$ cat src/common/svc_pkg.sv
// Constants shared by the service request decoder
package svc_pkg;
   // Service selector codes handled by this block
   localparam logic [7:0] FN_SWEEP = 8'h01;
   localparam logic [7:0] FN_WINRD = 8'h02;
   localparam logic [7:0] FN_WINPRG = 8'h03;
   localparam logic [7:0] FN_WINSYS = 8'h04;
   localparam logic [7:0] FN_CSUM = 8'h06;
   localparam logic [7:0] FN_TOD = 8'h07;
   // Operation codes in the first block word
   localparam logic [15:0] OP_0 = 16'h0000;
   localparam logic [15:0] OP_1 = 16'h0001;
   localparam logic [15:0] OP_2 = 16'h0002;
   localparam logic [15:0] OP_3 = 16'h0003;
   // Window modes and fixed window time
   localparam logic [7:0] MODE_LIMITED = 8'h00;
   localparam logic [7:0] MODE_RTC = 8'h02;
   localparam logic [7:0] WIN_TIME_MS = 8'h06;
   // Value limits
   localparam logic [15:0] SWEEP_MAX_MS = 16'h01f4;
   localparam logic [15:0] CSUM_MAX = 16'h0020;
   // Clock formats and block lengths
   localparam logic [15:0] FMT_BCD2 = 16'h0001;
   localparam logic [15:0] FMT_ASC2 = 16'h0003;
   localparam logic [15:0] FMT_BCD4 = 16'h0081;
   localparam logic [15:0] FMT_ASC4 = 16'h0083;
   localparam logic [3:0] LEN_BCD = 4'h6;
   localparam logic [3:0] LEN_ASC2 = 4'hc;
   localparam logic [3:0] LEN_ASC4 = 4'hd;
   localparam logic [3:0] LEN_HDR = 4'h2;
   localparam logic [3:0] LEN_WIN = 4'h3;
   localparam logic [3:0] LEN_MODE = 4'h1;
   // Clock byte fields: year high, year low, month, day, hour, minute, second, weekday
   localparam logic [3:0] F_NULL = 4'h8;
   localparam logic [3:0] BCD2_MAP [0:7] = '{4'h1, 4'h2, 4'h3, 4'h4, 4'h5, 4'h6, 4'h7, 4'h8};
   localparam logic [3:0] BCD4_MAP [0:7] = '{4'h1, 4'h0, 4'h2, 4'h3, 4'h4, 4'h5, 4'h6, 4'h7};
   // ASCII stream: nibble index below 10h, 10h space, 11h colon
   localparam logic [4:0] ASC_MAP [0:21] = '{5'h00, 5'h01, 5'h02, 5'h03, 5'h10, 5'h04,
      5'h05, 5'h10, 5'h06, 5'h07, 5'h10, 5'h08, 5'h09, 5'h11, 5'h0a, 5'h0b, 5'h11,
      5'h0c, 5'h0d, 5'h10, 5'h0e, 5'h0f};
   localparam logic [7:0] CH_SPACE = 8'h20;
   localparam logic [7:0] CH_COLON = 8'h3a;
   localparam logic [7:0] CH_ZERO = 8'h30;
   // Clock value after reset: 2000-01-01 00:00:00, Saturday
   localparam logic [63:0] TOD_RST = 64'h0700_0000_0101_0020;
   // Register offsets and reset values
   localparam logic [3:0] REG_STATUS = 4'h0;
   localparam logic [3:0] REG_SWEEP = 4'h1;
   localparam logic [3:0] REG_CSUM = 4'h2;
   localparam logic [3:0] REG_CTRL = 4'h3;
   localparam logic CTRL_RST = 1'b1;
   localparam logic [15:0] MEM_LAST_DEF = 16'hffff;
   // Window timing
   localparam int CLK_HZ = 125000000;
   localparam int WIN_LIM_MS = 6;
   localparam int WIN_RTC_MS = 400;
   localparam int WIN_LIM_CYC_DEF = WIN_LIM_MS * (CLK_HZ / 1000);
   localparam int WIN_RTC_CYC_DEF = WIN_RTC_MS * (CLK_HZ / 1000);
endpackage : svc_pkg

$ cat src/hw/svc_request_decoder.sv
// Service request decoder: parameter block interpreter for six services
// What this block does
// - Sweep op 0 turns constant sweep off; second word ignored.
// - Sweep op 1 turns sweep on; nonzero second word replaces timer value.
// - Sweep on with zero word and zero held timer fails.
// - Sweep op 2 loads the timer value, mode unchanged.
// - Sweep op 3 writes mode and timer back into the block.
// - Sweep fails on any op code other than 0 to 3.
// - Sweep fails when timer value exceeds 500 ms.
// - Limited window ends on no tasks or after 6 ms.
// - Run-to-completion window runs until tasks finish, at most 400 ms.
// - A window with zero time is disabled.
// - Window read fills three words: programmer, system, zero.
// - Window mode change applies next sweep; time stays 6 ms.
// - Window mode change succeeds only for mode 0 or 2.
// - Checksum op 0 returns the word count in the second word.
// - Checksum op 1 sets word count, range 0 to 32.
// - Checksum fails on op codes other than 0 and 1.
// - Clock word 0 reads or sets; word 1 picks one of four formats.
// - Clock block is 6 words BCD, 12 or 13 words ASCII.
// - Hours are 24-hour; weekday runs 1 Sunday to 7 Saturday.
// - Clock data words share layout; ignored as input on read.
// - Clock fails on bad op, bad format or malformed data.
// - Service runs on enable; ok only on error-free completion.
`timescale 1ns/100ps
module svc_request_decoder import svc_pkg::*; #(
   parameter int WIN_LIM_CYC = WIN_LIM_CYC_DEF,
   parameter int WIN_RTC_CYC = WIN_RTC_CYC_DEF,
   parameter logic [15:0] MEM_LAST = MEM_LAST_DEF
) (
   input wire logic clk,
   input wire logic rst_b,
   input wire logic svc_req,
   input wire logic [7:0] function_selector,
   input wire logic [15:0] argument_block_base,
   output logic svc_done,
   output logic svc_ok,
   output logic svc_busy,
   output logic [15:0] mem_addr,
   output logic [15:0] mem_wdata,
   output logic mem_re,
   output logic mem_we,
   input wire logic [15:0] mem_rdata,
   input wire logic [3:0] reg_addr,
   input wire logic [15:0] reg_wdata,
   input wire logic reg_we,
   input wire logic reg_re,
   output logic [15:0] reg_rdata,
   input wire logic sweep_start,
   input wire logic win_start,
   input wire logic win_sel,
   input wire logic win_tasks_pending,
   output logic const_sweep_en,
   output logic [15:0] const_sweep_ms,
   output logic win_active
);
   typedef enum logic [2:0] {S_IDLE, S_RD, S_CAP, S_EXEC, S_WR, S_DONE} svc_st_t;
   typedef struct packed {
      svc_st_t st;
      logic [3:0] idx;
      logic [7:0] func;
      logic [15:0] base;
      logic [12:0][15:0] blk;
      logic [3:0] whi;
      logic res;
      logic ok;
      logic done;
      logic busy;
      logic mem_re;
      logic mem_we;
      logic [15:0] mem_addr;
      logic [15:0] mem_wdata;
      logic [15:0] reg_rdata;
      logic ctrl_en;
      logic sweep_en;
      logic [15:0] sweep_time;
      logic [15:0] csum;
      logic [7:0] pmode_p;
      logic [7:0] pmode_s;
      logic [7:0] mode_p;
      logic [7:0] mode_s;
      logic [7:0][7:0] tod;
      logic win_act;
      logic [25:0] win_cnt;
      logic [25:0] win_lim;
   } svc_state_t;

   localparam svc_state_t SVC_RST = '{st: S_IDLE, ctrl_en: CTRL_RST, tod: TOD_RST,
      default: '0};

   svc_state_t s_r;
   svc_state_t s_nxt;

   // Clock helpers, derived from the captured block
   logic fmt_ok;
   logic fmt_asc;
   logic fmt_y4;
   logic [3:0] tod_len;
   logic tod_data_ok;
   logic [7:0][7:0] tod_cand;
   logic [12:0][15:0] tod_out;
   logic [3:0] rd_len;

   // Byte i of the clock data stream, starting at word 2, low byte first
   function automatic logic [7:0] dbyte(input logic [12:0][15:0] b, input int i);
      logic [15:0] w;
      w = b[2 + i / 2];
      return (i % 2 == 1) ? w[15:8] : w[7:0];
   endfunction : dbyte

   // Two-digit BCD byte within lo..hi
   function automatic logic bcd_in(input logic [7:0] v, input logic [7:0] lo,
                                   input logic [7:0] hi);
      return (v[7:4] <= 4'h9) && (v[3:0] <= 4'h9) && (v >= lo) && (v <= hi);
   endfunction : bcd_in

   // Clock format decode, data parse for set, data build for read
   always_comb begin
      int off;
      int m;
      logic [7:0] ch;
      logic [3:0] f;
      off = 0;
      m = 0;
      ch = '0;
      f = '0;
      fmt_asc = s_r.blk[1][1];
      fmt_y4 = s_r.blk[1][7];
      fmt_ok = (s_r.blk[1] == FMT_BCD2) || (s_r.blk[1] == FMT_ASC2) ||
               (s_r.blk[1] == FMT_BCD4) || (s_r.blk[1] == FMT_ASC4);
      tod_len = fmt_asc ? (fmt_y4 ? LEN_ASC4 : LEN_ASC2) : LEN_BCD;
      tod_cand = s_r.tod;
      tod_data_ok = 1'b1;
      tod_out = s_r.blk;
      if (!fmt_asc) begin
         for (int i = 0; i < 8; i++) begin
            f = fmt_y4 ? BCD4_MAP[i] : BCD2_MAP[i];
            if (f != F_NULL) begin
               tod_cand[f[2:0]] = dbyte(s_r.blk, i);
            end
            // Unused null byte reads back as zero
            if (i % 2 == 1) begin
               tod_out[2 + i / 2][15:8] = (f == F_NULL) ? 8'h00 : s_r.tod[f[2:0]];
            end else begin
               tod_out[2 + i / 2][7:0] = (f == F_NULL) ? 8'h00 : s_r.tod[f[2:0]];
            end
         end
      end else begin
         off = fmt_y4 ? 0 : 2;
         for (int j = 0; j < 22; j++) begin
            if (j >= off) begin
               ch = dbyte(s_r.blk, j - off);
               m = int'(ASC_MAP[j]);
               if (m < 16) begin
                  if (ch < CH_ZERO || ch > 8'h39) begin
                     tod_data_ok = 1'b0;
                  end
                  if (m % 2 == 0) begin
                     tod_cand[m / 2][7:4] = ch[3:0];
                  end else begin
                     tod_cand[m / 2][3:0] = ch[3:0];
                  end
                  ch = CH_ZERO | {4'h0, (m % 2 == 0) ? s_r.tod[m / 2][7:4]
                                                    : s_r.tod[m / 2][3:0]};
               end else begin
                  if (ch != ((m == 16) ? CH_SPACE : CH_COLON)) begin
                     tod_data_ok = 1'b0;
                  end
                  ch = (m == 16) ? CH_SPACE : CH_COLON;
               end
               if ((j - off) % 2 == 1) begin
                  tod_out[2 + (j - off) / 2][15:8] = ch;
               end else begin
                  tod_out[2 + (j - off) / 2][7:0] = ch;
               end
            end
         end
      end
      // Field ranges: 24-hour clock, weekday 1 Sunday to 7 Saturday
      if (!(bcd_in(tod_cand[0], 8'h00, 8'h99) && bcd_in(tod_cand[1], 8'h00, 8'h99) &&
            bcd_in(tod_cand[2], 8'h01, 8'h12) && bcd_in(tod_cand[3], 8'h01, 8'h31) &&
            bcd_in(tod_cand[4], 8'h00, 8'h23) && bcd_in(tod_cand[5], 8'h00, 8'h59) &&
            bcd_in(tod_cand[6], 8'h00, 8'h59) && bcd_in(tod_cand[7], 8'h01, 8'h07))) begin
         tod_data_ok = 1'b0;
      end
      // Words to fetch; clock data is fetched only for a set
      case (s_r.func)
         FN_SWEEP, FN_CSUM: rd_len = LEN_HDR;
         FN_WINPRG, FN_WINSYS: rd_len = LEN_MODE;
         FN_TOD: rd_len = (s_r.idx >= LEN_HDR && s_r.blk[0] == OP_1 && fmt_ok) ?
                          tod_len : LEN_HDR;
         default: rd_len = 4'h0;
      endcase
   end

   // Next state of the whole block
   always_comb begin
      logic wr;
      logic [3:0] wlo;
      logic [15:0] w0;
      logic [15:0] w1;
      logic [7:0] md;
      wr = 1'b0;
      wlo = '0;
      w0 = s_r.blk[0];
      w1 = s_r.blk[1];
      md = s_r.blk[0][15:8];
      s_nxt = s_r;
      s_nxt.done = 1'b0;
      s_nxt.mem_re = 1'b0;
      s_nxt.mem_we = 1'b0;
      case (s_r.st)
         S_IDLE: begin
            if (svc_req) begin
               s_nxt.func = function_selector;
               s_nxt.base = argument_block_base;
               s_nxt.busy = 1'b1;
               s_nxt.idx = '0;
               s_nxt.res = 1'b0;
               s_nxt.st = S_RD;
               // Unknown selector or disabled block completes as a failure
               if (!s_r.ctrl_en || !(function_selector inside {FN_SWEEP, FN_WINRD,
                   FN_WINPRG, FN_WINSYS, FN_CSUM, FN_TOD})) begin
                  s_nxt.st = S_DONE;
               end
            end
         end
         S_RD: begin
            if (s_r.idx >= rd_len) begin
               s_nxt.st = S_EXEC;
            end else if ({1'b0, s_r.base} + {13'h0, s_r.idx} > {1'b0, MEM_LAST}) begin
               s_nxt.st = S_DONE;
            end else begin
               s_nxt.mem_re = 1'b1;
               s_nxt.mem_addr = s_r.base + {12'h0, s_r.idx};
               s_nxt.st = S_CAP;
            end
         end
         S_CAP: begin
            s_nxt.blk[s_r.idx] = mem_rdata;
            s_nxt.idx = s_r.idx + 4'h1;
            s_nxt.st = S_RD;
         end
         S_EXEC: begin
            s_nxt.st = S_DONE;
            case (s_r.func)
               FN_SWEEP: begin
                  case (w0)
                     OP_0: begin
                        s_nxt.sweep_en = 1'b0;
                        s_nxt.res = 1'b1;
                     end
                     OP_1: begin
                        if (w1 > SWEEP_MAX_MS) begin
                           s_nxt.res = 1'b0;
                        end else if (w1 != 16'h0000) begin
                           s_nxt.sweep_en = 1'b1;
                           s_nxt.sweep_time = w1;
                           s_nxt.res = 1'b1;
                        end else if (s_r.sweep_time == 16'h0000) begin
                           s_nxt.res = 1'b0;
                        end else begin
                           s_nxt.sweep_en = 1'b1;
                           s_nxt.res = 1'b1;
                        end
                     end
                     OP_2: begin
                        if (w1 > SWEEP_MAX_MS) begin
                           s_nxt.res = 1'b0;
                        end else begin
                           s_nxt.sweep_time = w1;
                           s_nxt.res = 1'b1;
                        end
                     end
                     OP_3: begin
                        s_nxt.blk[0] = {15'h0000, s_r.sweep_en};
                        s_nxt.blk[1] = s_r.sweep_time;
                        s_nxt.whi = 4'h1;
                        wr = 1'b1;
                        s_nxt.res = 1'b1;
                     end
                     default: s_nxt.res = 1'b0;
                  endcase
               end
               FN_WINRD: begin
                  s_nxt.blk[0] = {s_r.mode_p, WIN_TIME_MS};
                  s_nxt.blk[1] = {s_r.mode_s, WIN_TIME_MS};
                  s_nxt.blk[2] = 16'h0000;
                  s_nxt.whi = LEN_WIN - 4'h1;
                  wr = 1'b1;
                  s_nxt.res = 1'b1;
               end
               FN_WINPRG, FN_WINSYS: begin
                  // Low byte is the fixed time the caller supplies; not stored
                  if (md == MODE_LIMITED || md == MODE_RTC) begin
                     if (s_r.func == FN_WINPRG) begin
                        s_nxt.pmode_p = md;
                     end else begin
                        s_nxt.pmode_s = md;
                     end
                     s_nxt.res = 1'b1;
                  end
               end
               FN_CSUM: begin
                  case (w0)
                     OP_0: begin
                        s_nxt.blk[1] = s_r.csum;
                        wlo = 4'h1;
                        s_nxt.whi = 4'h1;
                        wr = 1'b1;
                        s_nxt.res = 1'b1;
                     end
                     OP_1: begin
                        if (w1 <= CSUM_MAX) begin
                           s_nxt.csum = w1;
                           s_nxt.res = 1'b1;
                        end
                     end
                     default: s_nxt.res = 1'b0;
                  endcase
               end
               default: begin
                  // Time-of-day clock read or set
                  if (w0 > OP_1 || !fmt_ok) begin
                     s_nxt.res = 1'b0;
                  end else if (w0 == OP_1) begin
                     if (tod_data_ok) begin
                        s_nxt.tod = tod_cand;
                        s_nxt.res = 1'b1;
                     end
                  end else begin
                     s_nxt.blk = tod_out;
                     wlo = LEN_HDR;
                     s_nxt.whi = tod_len - 4'h1;
                     wr = 1'b1;
                     s_nxt.res = 1'b1;
                  end
               end
            endcase
            // Write-back only if every word of it lies in memory
            if (wr) begin
               if ({1'b0, s_r.base} + {13'h0, s_nxt.whi} > {1'b0, MEM_LAST}) begin
                  s_nxt.res = 1'b0;
               end else begin
                  s_nxt.idx = wlo;
                  s_nxt.st = S_WR;
               end
            end
         end
         S_WR: begin
            s_nxt.mem_we = 1'b1;
            s_nxt.mem_addr = s_r.base + {12'h0, s_r.idx};
            s_nxt.mem_wdata = s_r.blk[s_r.idx];
            s_nxt.idx = s_r.idx + 4'h1;
            if (s_r.idx == s_r.whi) begin
               s_nxt.st = S_DONE;
            end
         end
         default: begin
            // Result becomes visible together with the done pulse
            s_nxt.done = 1'b1;
            s_nxt.ok = s_r.res;
            s_nxt.busy = 1'b0;
            s_nxt.st = S_IDLE;
         end
      endcase

      // Pending window modes take effect at the next sweep
      if (sweep_start) begin
         s_nxt.mode_p = s_nxt.pmode_p;
         s_nxt.mode_s = s_nxt.pmode_s;
      end

      // Communications window timing
      if (s_r.win_act) begin
         if (!win_tasks_pending || s_r.win_cnt >= s_r.win_lim) begin
            s_nxt.win_act = 1'b0;
         end else begin
            s_nxt.win_cnt = s_r.win_cnt + 26'h1;
         end
      end else if (win_start && WIN_TIME_MS != 8'h00) begin
         s_nxt.win_act = 1'b1;
         s_nxt.win_cnt = 26'h1;
         if ((win_sel ? s_r.mode_s : s_r.mode_p) == MODE_RTC) begin
            s_nxt.win_lim = 26'(WIN_RTC_CYC);
         end else begin
            s_nxt.win_lim = 26'(WIN_LIM_CYC);
         end
      end

      // Register port
      if (reg_we && reg_addr == REG_CTRL) begin
         s_nxt.ctrl_en = reg_wdata[0];
      end
      s_nxt.reg_rdata = 16'h0000;
      if (reg_re) begin
         if (reg_addr == REG_STATUS) begin
            s_nxt.reg_rdata = {s_r.mode_s[1:0], s_r.mode_p[1:0], 9'h000,
                               s_r.win_act, s_r.sweep_en, s_r.busy};
         end else if (reg_addr == REG_SWEEP) begin
            s_nxt.reg_rdata = s_r.sweep_time;
         end else if (reg_addr == REG_CSUM) begin
            s_nxt.reg_rdata = s_r.csum;
         end else if (reg_addr == REG_CTRL) begin
            s_nxt.reg_rdata = {15'h0000, s_r.ctrl_en};
         end
      end
   end

   // State register
   always_ff @(posedge clk or negedge rst_b) begin
      if (!rst_b) begin
         s_r <= SVC_RST;
      end else begin
         s_r <= s_nxt;
      end
   end

   assign svc_done = s_r.done;
   assign svc_ok = s_r.ok;
   assign svc_busy = s_r.busy;
   assign mem_addr = s_r.mem_addr;
   assign mem_wdata = s_r.mem_wdata;
   assign mem_re = s_r.mem_re;
   assign mem_we = s_r.mem_we;
   assign reg_rdata = s_r.reg_rdata;
   assign const_sweep_en = s_r.sweep_en;
   assign const_sweep_ms = s_r.sweep_time;
   assign win_active = s_r.win_act;

   // Checks on completed requests and window timing
   sweep_off_a: assert property (@(posedge clk) disable iff (!rst_b)
      s_r.done && s_r.ok && s_r.func == FN_SWEEP && s_r.blk[0] == OP_0 |-> !s_r.sweep_en)
      else $error("sweep still on after disable");
   sweep_on_a: assert property (@(posedge clk) disable iff (!rst_b)
      s_r.done && s_r.ok && s_r.func == FN_SWEEP && s_r.blk[0] == OP_1
      |-> s_r.sweep_en && s_r.sweep_time != 16'h0000)
      else $error("sweep enabled without timer");
   sweep_op_a: assert property (@(posedge clk) disable iff (!rst_b)
      s_r.done && s_r.func == FN_SWEEP && s_r.blk[0] > OP_3 |-> !s_r.ok)
      else $error("bad sweep op passed");
   sweep_max_a: assert property (@(posedge clk) disable iff (!rst_b)
      $changed(s_r.sweep_time) |-> s_r.sweep_time <= SWEEP_MAX_MS)
      else $error("sweep time above limit");
   csum_range_a: assert property (@(posedge clk) disable iff (!rst_b)
      s_r.done && s_r.func == FN_CSUM && s_r.blk[0] == OP_1
      |-> s_r.ok == (s_r.blk[1] <= CSUM_MAX))
      else $error("checksum count range wrong");
   win_mode_a: assert property (@(posedge clk) disable iff (!rst_b)
      s_r.done && (s_r.func == FN_WINPRG || s_r.func == FN_WINSYS)
      |-> s_r.ok == (s_r.blk[0][15:8] == MODE_LIMITED || s_r.blk[0][15:8] == MODE_RTC))
      else $error("window mode result wrong");
   mode_apply_a: assert property (@(posedge clk) disable iff (!rst_b)
      sweep_start |=> s_r.mode_p == s_r.pmode_p && s_r.mode_s == s_r.pmode_s)
      else $error("window mode not applied");
   win_end_a: assert property (@(posedge clk) disable iff (!rst_b)
      s_r.win_act && !win_tasks_pending |=> !s_r.win_act)
      else $error("window outlived its tasks");
   tod_op_a: assert property (@(posedge clk) disable iff (!rst_b)
      s_r.done && s_r.func == FN_TOD && s_r.blk[0] > OP_1 |-> !s_r.ok)
      else $error("bad clock op passed");
   req_done_a: assert property (@(posedge clk) disable iff (!rst_b)
      svc_req && !s_r.busy |-> ##[1:60] s_r.done)
      else $error("request not completed");
   bad_fn_a: assert property (@(posedge clk) disable iff (!rst_b)
      svc_req && !s_r.busy && function_selector == 8'h05 |=> ##1 s_r.done && !s_r.ok)
      else $error("unknown selector passed");
endmodule : svc_request_decoder

$ cat config.mk
export PLATFORM = sky130hd
export DESIGN_NAME = svc_request_decoder
export DESIGN_NICKNAME = d
export VERILOG_FILES = /design/src/common/svc_pkg.sv /design/src/hw/svc_request_decoder.sv
export SDC_FILE = /design/constraint.sdc
export NUM_CORES = 1
export LEC_CHECK = 0
export BUFFER_PORTS_ARGS = -buffer_cell sky130_fd_sc_hd__clkbuf_2
export CAP_MARGIN = 20
export CORE_MARGIN = 3
export CORE_UTILIZATION = 60
export CTS_CLUSTER_SIZE = 30
export DETAILED_ROUTE_END_ITERATION = 10
export PLACE_DENSITY = 0.87
export SYNTH_ARGS = -nofsm -noshare
export SYNTH_HDL_FRONTEND = slang
export SYNTH_SLANG_ARGS = --single-unit
$ cat constraint.sdc
create_clock -name clk -period 5.4 [get_ports clk]
set_clock_uncertainty 0.2 [all_clocks]
set_input_delay 0 -clock clk [delete_from_list [all_inputs] [get_ports clk]]
set_output_delay 0 -clock clk [all_outputs]
set_load 0.1 [all_outputs]
Word level (Yosys, flattened, before mapping):

Cells that the tools add are included.

* register bits after elaboration: 480
* output and inout port bits: 71
* logic and storage cells: 1087

* add/subtract/negate cells: 72
* $lt $le $gt $ge: 154
* equality and inequality tests: 99
* multiplexer cells: 556
* bitwise gates (word level): 26
* reduce and logical (&&, ||, !) cells: 133

Operator list (number)
* $mux 208: 65
* $bwmux 208: 45
* $demux 16 s4: 45
* $bmux 16 s4: 23
* $mux 16: 80
* $mux 64: 16
* $mux 8: 120
* $add 3x32->32 const A: 22
* $add 32x1->32: 22
* $ge 32x1->1 const B: 22
* $lt 32x6->1 const B: 22
* $bwmux 64: 7
* $mux 212: 2
* $pmux 208 s2: 1
* $bmux 8 s3: 7
* $demux 8 s3: 7
* $mux 160: 1
* $gt 8x6->1 const B: 16
* $lt 8x6->1 const B: 16
* $mux 112: 1
* $pmux 16 s2: 3
* $mux 1: 86
* $ge 8x1->1 const B: 8
* $le 4x4->1 const B: 16
* other kinds (103): 387

Longest topological paths before layout:

* depth in word-level cells: 106
* mapped depth: 21
* mapped depth without buffers: 18

Worst setup path before layout:

No wires, ideal clock.

* kind: register to register
* from: register s_r[473] in the netlist's numbering
* to: register s_r (netlist bit mem_addr[0])
* arrival time: 4261 ps
* data required time: 5075 ps
* path slack: 814 ps
* stages on the path, launching flop included: 19
* buffers on the path: 4
* clock period less this slack: 4586 ps
* cells stage by stage: dfrtp_1 > clkbuf_1 > clkbuf_1 > clkbuf_1 > inv_1 > ha_1 > o41ai_1 > nor4_1 > nand4_1 > o21ai_0 > ha_1 > nand2b_1 > a21o_1 > a21o_1 > a21oi_1 > nor4b_1 > o21bai_1 > clkbuf_1 > mux2_2

* longest elaborated chain between the ends: 8
* elaborated cells on any way between the ends: 15
* those cells by class: add/sub: 2; order compare: 3; eq/ne: 2; mux: 5; reduce/logical: 3

RTL lines
* start: declaration: RTL line svc_request_decoder.sv:91 `svc_state_t s_r;`
* start signal: assignment: RTL line svc_request_decoder.sv:415 `s_r <= s_nxt;`
* branches (longest 8 deep; another with $add 16x4->17)

Parallel ways; which one is timed is not known. The select of a mux whose other input is x is not followed.
A chain may end at the register's enable or synchronous reset.

Final worst setup path:

* from: register s_r[272] in the netlist's numbering
* to: register s_r[476] in the netlist's numbering

* longest elaborated chain between the ends: 13
* elaborated cells on any way between the ends: 20
* those cells by class: add/sub: 1; order compare: 1; eq/ne: 6; mux: 6; reduce/logical: 6

RTL lines
* $eq 16x1->1 / $eq 16x2->1 (equally long branches): RTL line svc_request_decoder.sv:129 `fmt_ok = (s_r.blk[1] == FMT_BCD2) || (s_r.blk[1] == FMT_ASC2) ||`
* $logic_or 1x1->1 (2 in series): RTL line svc_request_decoder.sv:129
* $logic_or 1x1->1 *: RTL line svc_request_decoder.sv:130 `(s_r.blk[1] == FMT_BCD4) || (s_r.blk[1] == FMT_ASC4);`
* $logic_not 1->1 *: RTL line svc_request_decoder.sv:324 `if (w0 > OP_1 || !fmt_ok) begin`
* $logic_or 1x1->1 *: RTL line svc_request_decoder.sv:324
* $mux 212: RTL line svc_request_decoder.sv:324
* $pmux 4 s4: RTL line svc_request_decoder.sv:246 `case (s_r.func)`
* $mux 4: RTL line svc_request_decoder.sv:212 `case (s_r.st)`
* $add 16x4->17: RTL line svc_request_decoder.sv:342 `if ({1'b0, s_r.base} + {13'h0, s_nxt.whi} > {1'b0, MEM_LAST}) begin`
* $gt 17x16->1: RTL line svc_request_decoder.sv:342
* $ne 2x2->1 (no line)
* $reduce_and 4->1 (no line) *

Mark *: on every way between the ends. The rest lies on a longest branch, timed or not. The select of a mux whose other input is x is not followed.

==> impl_metrics.toml <==
[timing]
slew_headroom_pct = 21.7
fin_crit_sh_pct = 91.3
max_freq_mhz = 203
hold_violations = 0
setup_slack_ns = 0.472
tns_ns = 0
min_period_ns = 4.93
hold_ws_ns = 0.0261
rsz0062_at_grt = "no"
slew_violations = 0
setup_violations = 0
worstMarginPinSlew_ns = 1.17

[setup_path]
cp_max_fo = 6
cp.required_ns = 5.67
arrival_ns = 5.20
startpoint = "s_r[272]"
endpoint = "s_r[476]"
reg2reg_depth = 14
timing.rr.end = "s_r[476]"
end_kind = "flop"
reg2reg_from = "s_r[272]"
worstSetupStartpointType = "flop"
worstSetupPathType = "reg2reg"
rrSetupSlack_ns = 0.47

[cts]
cts_resized = 0
cts_tree = "done"
cts.clk_slew.worst_paths_ns = 0.07
root_buffer = "clkbuf_16"
clk_latency_ns = 0.63
h-tree-depth = 2
cts_max_path_buffers = 3
cts.sink_count = 457
holdBufCountCts = 75
post_cts_buffers = 0
cts_buffers = 49

[worst_hold_path]
min_path_type = "in2reg"

[global_routing]
antenna_found_initial = 7
grt_pass1_wl_um = 159000
grt_start_max_net_pins = 165
grt_pass1_vias = 23500
track_usage_pct = 46.3
grt_overflow = 0

[power]
power-per-cell-area_mw_per_mm2 = 518
vdd_ir_drop_max_mv = 0.395
leakagePower_nw = 12.3

[floorplanning]
start_util_pct = 61.4
io_pins = 140
core_sq_mm = 0.0424
die_y_um = 214
die_x_um = 214
rows = 75
die_area_sq_mm = 0.0460

[synthesis]
netlist.area_leader.share_pct = 43.2
synth_area_leaders = "dfrtp_1 (43%), mux4_2 (7.7%), a21oi_1 (4.7%), nor2_1 (3.7%), mux2_2 (3.3%)"
ys_types = 81
syn_inst = 2567
synth_edf_count = 0
syn_nets = 2671
ys_warn_count = 0
ys_ff_latch = 457
synth_ff_type = "dfrtp_1"
async_reset_ff_share_pct = 100
synthesis.area_sq_mm = 0.0261
synth_seq_area_share_pct = 43.9
yosys.area.top_type = "dfrtp_1"
syn_area_per_cell_sq_um = 10.2

[placed_design]
place_area_sq_mm = 0.0268
preCtsSetupSlack_ns = 0.792
hpwl_um = 74200
io_buffer_count = 124
place_congestion = 1.06

[drt]
drc_errors = 0
route.vias.total = 24300
drt_iter0_markers = 4186
drt_pass1_iterations = 9
vias_per_cell = 7.46
postRouteAntennaNets = 0
post_drt_wl_per_cell_um = 33.2
wl_um = 108000

[final_layout]
postLayoutCellArea_sq_mm = 0.0294
synthToLayoutAreaGrowth_pct = 12.9
final_layout_size_suffix_gt1_share_pct = 18.6
fin_nets = 2741
fillers = 3048
ff_latch_area_sq_mm = 0.0115
multi_input_area_sq_mm = 0.0133

[run_status]
status = "completed"

[run]
cap_violations = 0
## registers in the layout (all words and copies together), names as in the netlist
name            cells
reg_rdata          16
fmt_asc             1
mem_we              1
mem_addr           16
win_active          1
s_r               384
mem_wdata          16
svc_busy            1
svc_done            1
const_sweep_en      1
const_sweep_ms     16
mem_re              1
fmt_y4              1
svc_ok              1
## critical path: stages (launching register included)
cell      delay, ns
dfrtp_1        0.41
nor4_1         0.60
nand3_1        0.36
nor4_1         0.71
o221ai_1       0.42
nand2_1        0.15
o21ai_0        0.14
ha_1           0.30
a21o_1         0.18
a21oi_1        0.17
nor3_1         0.13
or3b_2         0.51
a21bo_2        0.25
o21ai_0        0.15
o31ai_1        0.11
## routing by layer
metal / part of all wire [%] / up-vias / GRT usage, % / wire length (um)
li1: - / 9691 / - / -
met1: 37 / 12100 / 62.8 / 40300
met2: 42 / 2104 / 65.7 / 45400
met3: 14 / 443 / 15.8 / 15400
met4: 6.6 / 8 / 25.3 / 7120
met5: 0.091 / - / 1.04 / 98
## Yosys cell counts, types with 29 or more instances
library cell / n
o221ai_1: 73
clkbuf_1: 140
o21ai_0: 110
dfrtp_1: 450
mux4_2: 89
nor2b_1: 73
nand2_1: 167
mux2_2: 76
nand4_1: 30
a31oi_1: 29
nor2_1: 259
buf_4: 67
ha_1: 33
nand3_1: 43
nor4_1: 34
a21oi_1: 245
mux2i_1: 71
and2_1: 36
o21a_1: 78
## per-stage QoR
stage	power, W	instances	util (%)
finish	0.0152	3261	69.4
floorplan	0.00904	2567	-
global route	0.0156	3255	69.3
global placement	0.0109	3082	63.2
CTS	0.0148	3248	69.1
detailed placement	0.0111	3082	63.2
## how the worst min path moves through the flow
stage / start / to / slack, ns / depth (start not counted)
floorplan: rst_b / const_sweep_en / -0.50 / 0
global route: argument_block_base[11] / s_r[460] / 0.04 / 3
detailed placement: rst_b / s_r[19] / -0.15 / 1
finish: mem_rdata[11] / s_r[364] / 0.03 / 4
CTS: function_selector[6] / s_r[471] / 0.005 / 3
global placement: rst_b / s_r[19] / -0.15 / 1
## final cells by class
cell class,instances,share of cell area (%)
Sequential cell,457,38.9
Clock inverter,28,1.34
Timing Repair Buffer,274,6.98
Clock buffer,63,4.65
Inverter,24,0.306
Multi-Input combinational cell,1831,45.3
Antenna cell,7,0.0595
Tap cell,577,2.45
## kinds of logic after synthesis
family | share of synthesized area (%)
buffers and inverters | 5.23
AOI/OAI and AO/OA | 18.0
adders and majority gates | 1.74
DFF | 43.9
muxes | 15.1
and+or+nand+nor | 15.0
xor gates and xnor gates | 0.975
## cells in the final DEF (no fill, tap or decap), types with 33 or more instances in the layout
cell	synthesis	final
o21a_1	78	78
o221ai_1	73	73
a21oi_1	245	242
nand3_1	43	43
mux2i_1	71	71
dfrtp_1	450	446
and2_1	36	35
nor4_1	34	34
nor2b_1	73	73
buf_4	67	66
mux4_2	89	89
ha_1	33	33
clkbuf_2	0	123
mux2_2	76	76
nand2_1	167	166
nor2_1	259	257
clkbuf_16	0	49
dlygate4sd3_1	0	74
o21ai_0	110	110
## power breakdown
group	switching [W]	total [W]	leakage (nW)	internal, W
registers	0.00133	0.00536	5.69	0.00403
logic	0.00404	0.00615	5.72	0.00210
clock network	0.00156	0.00372	0.856	0.00216
Note: power is estimated with default switching activity, not from simulation.
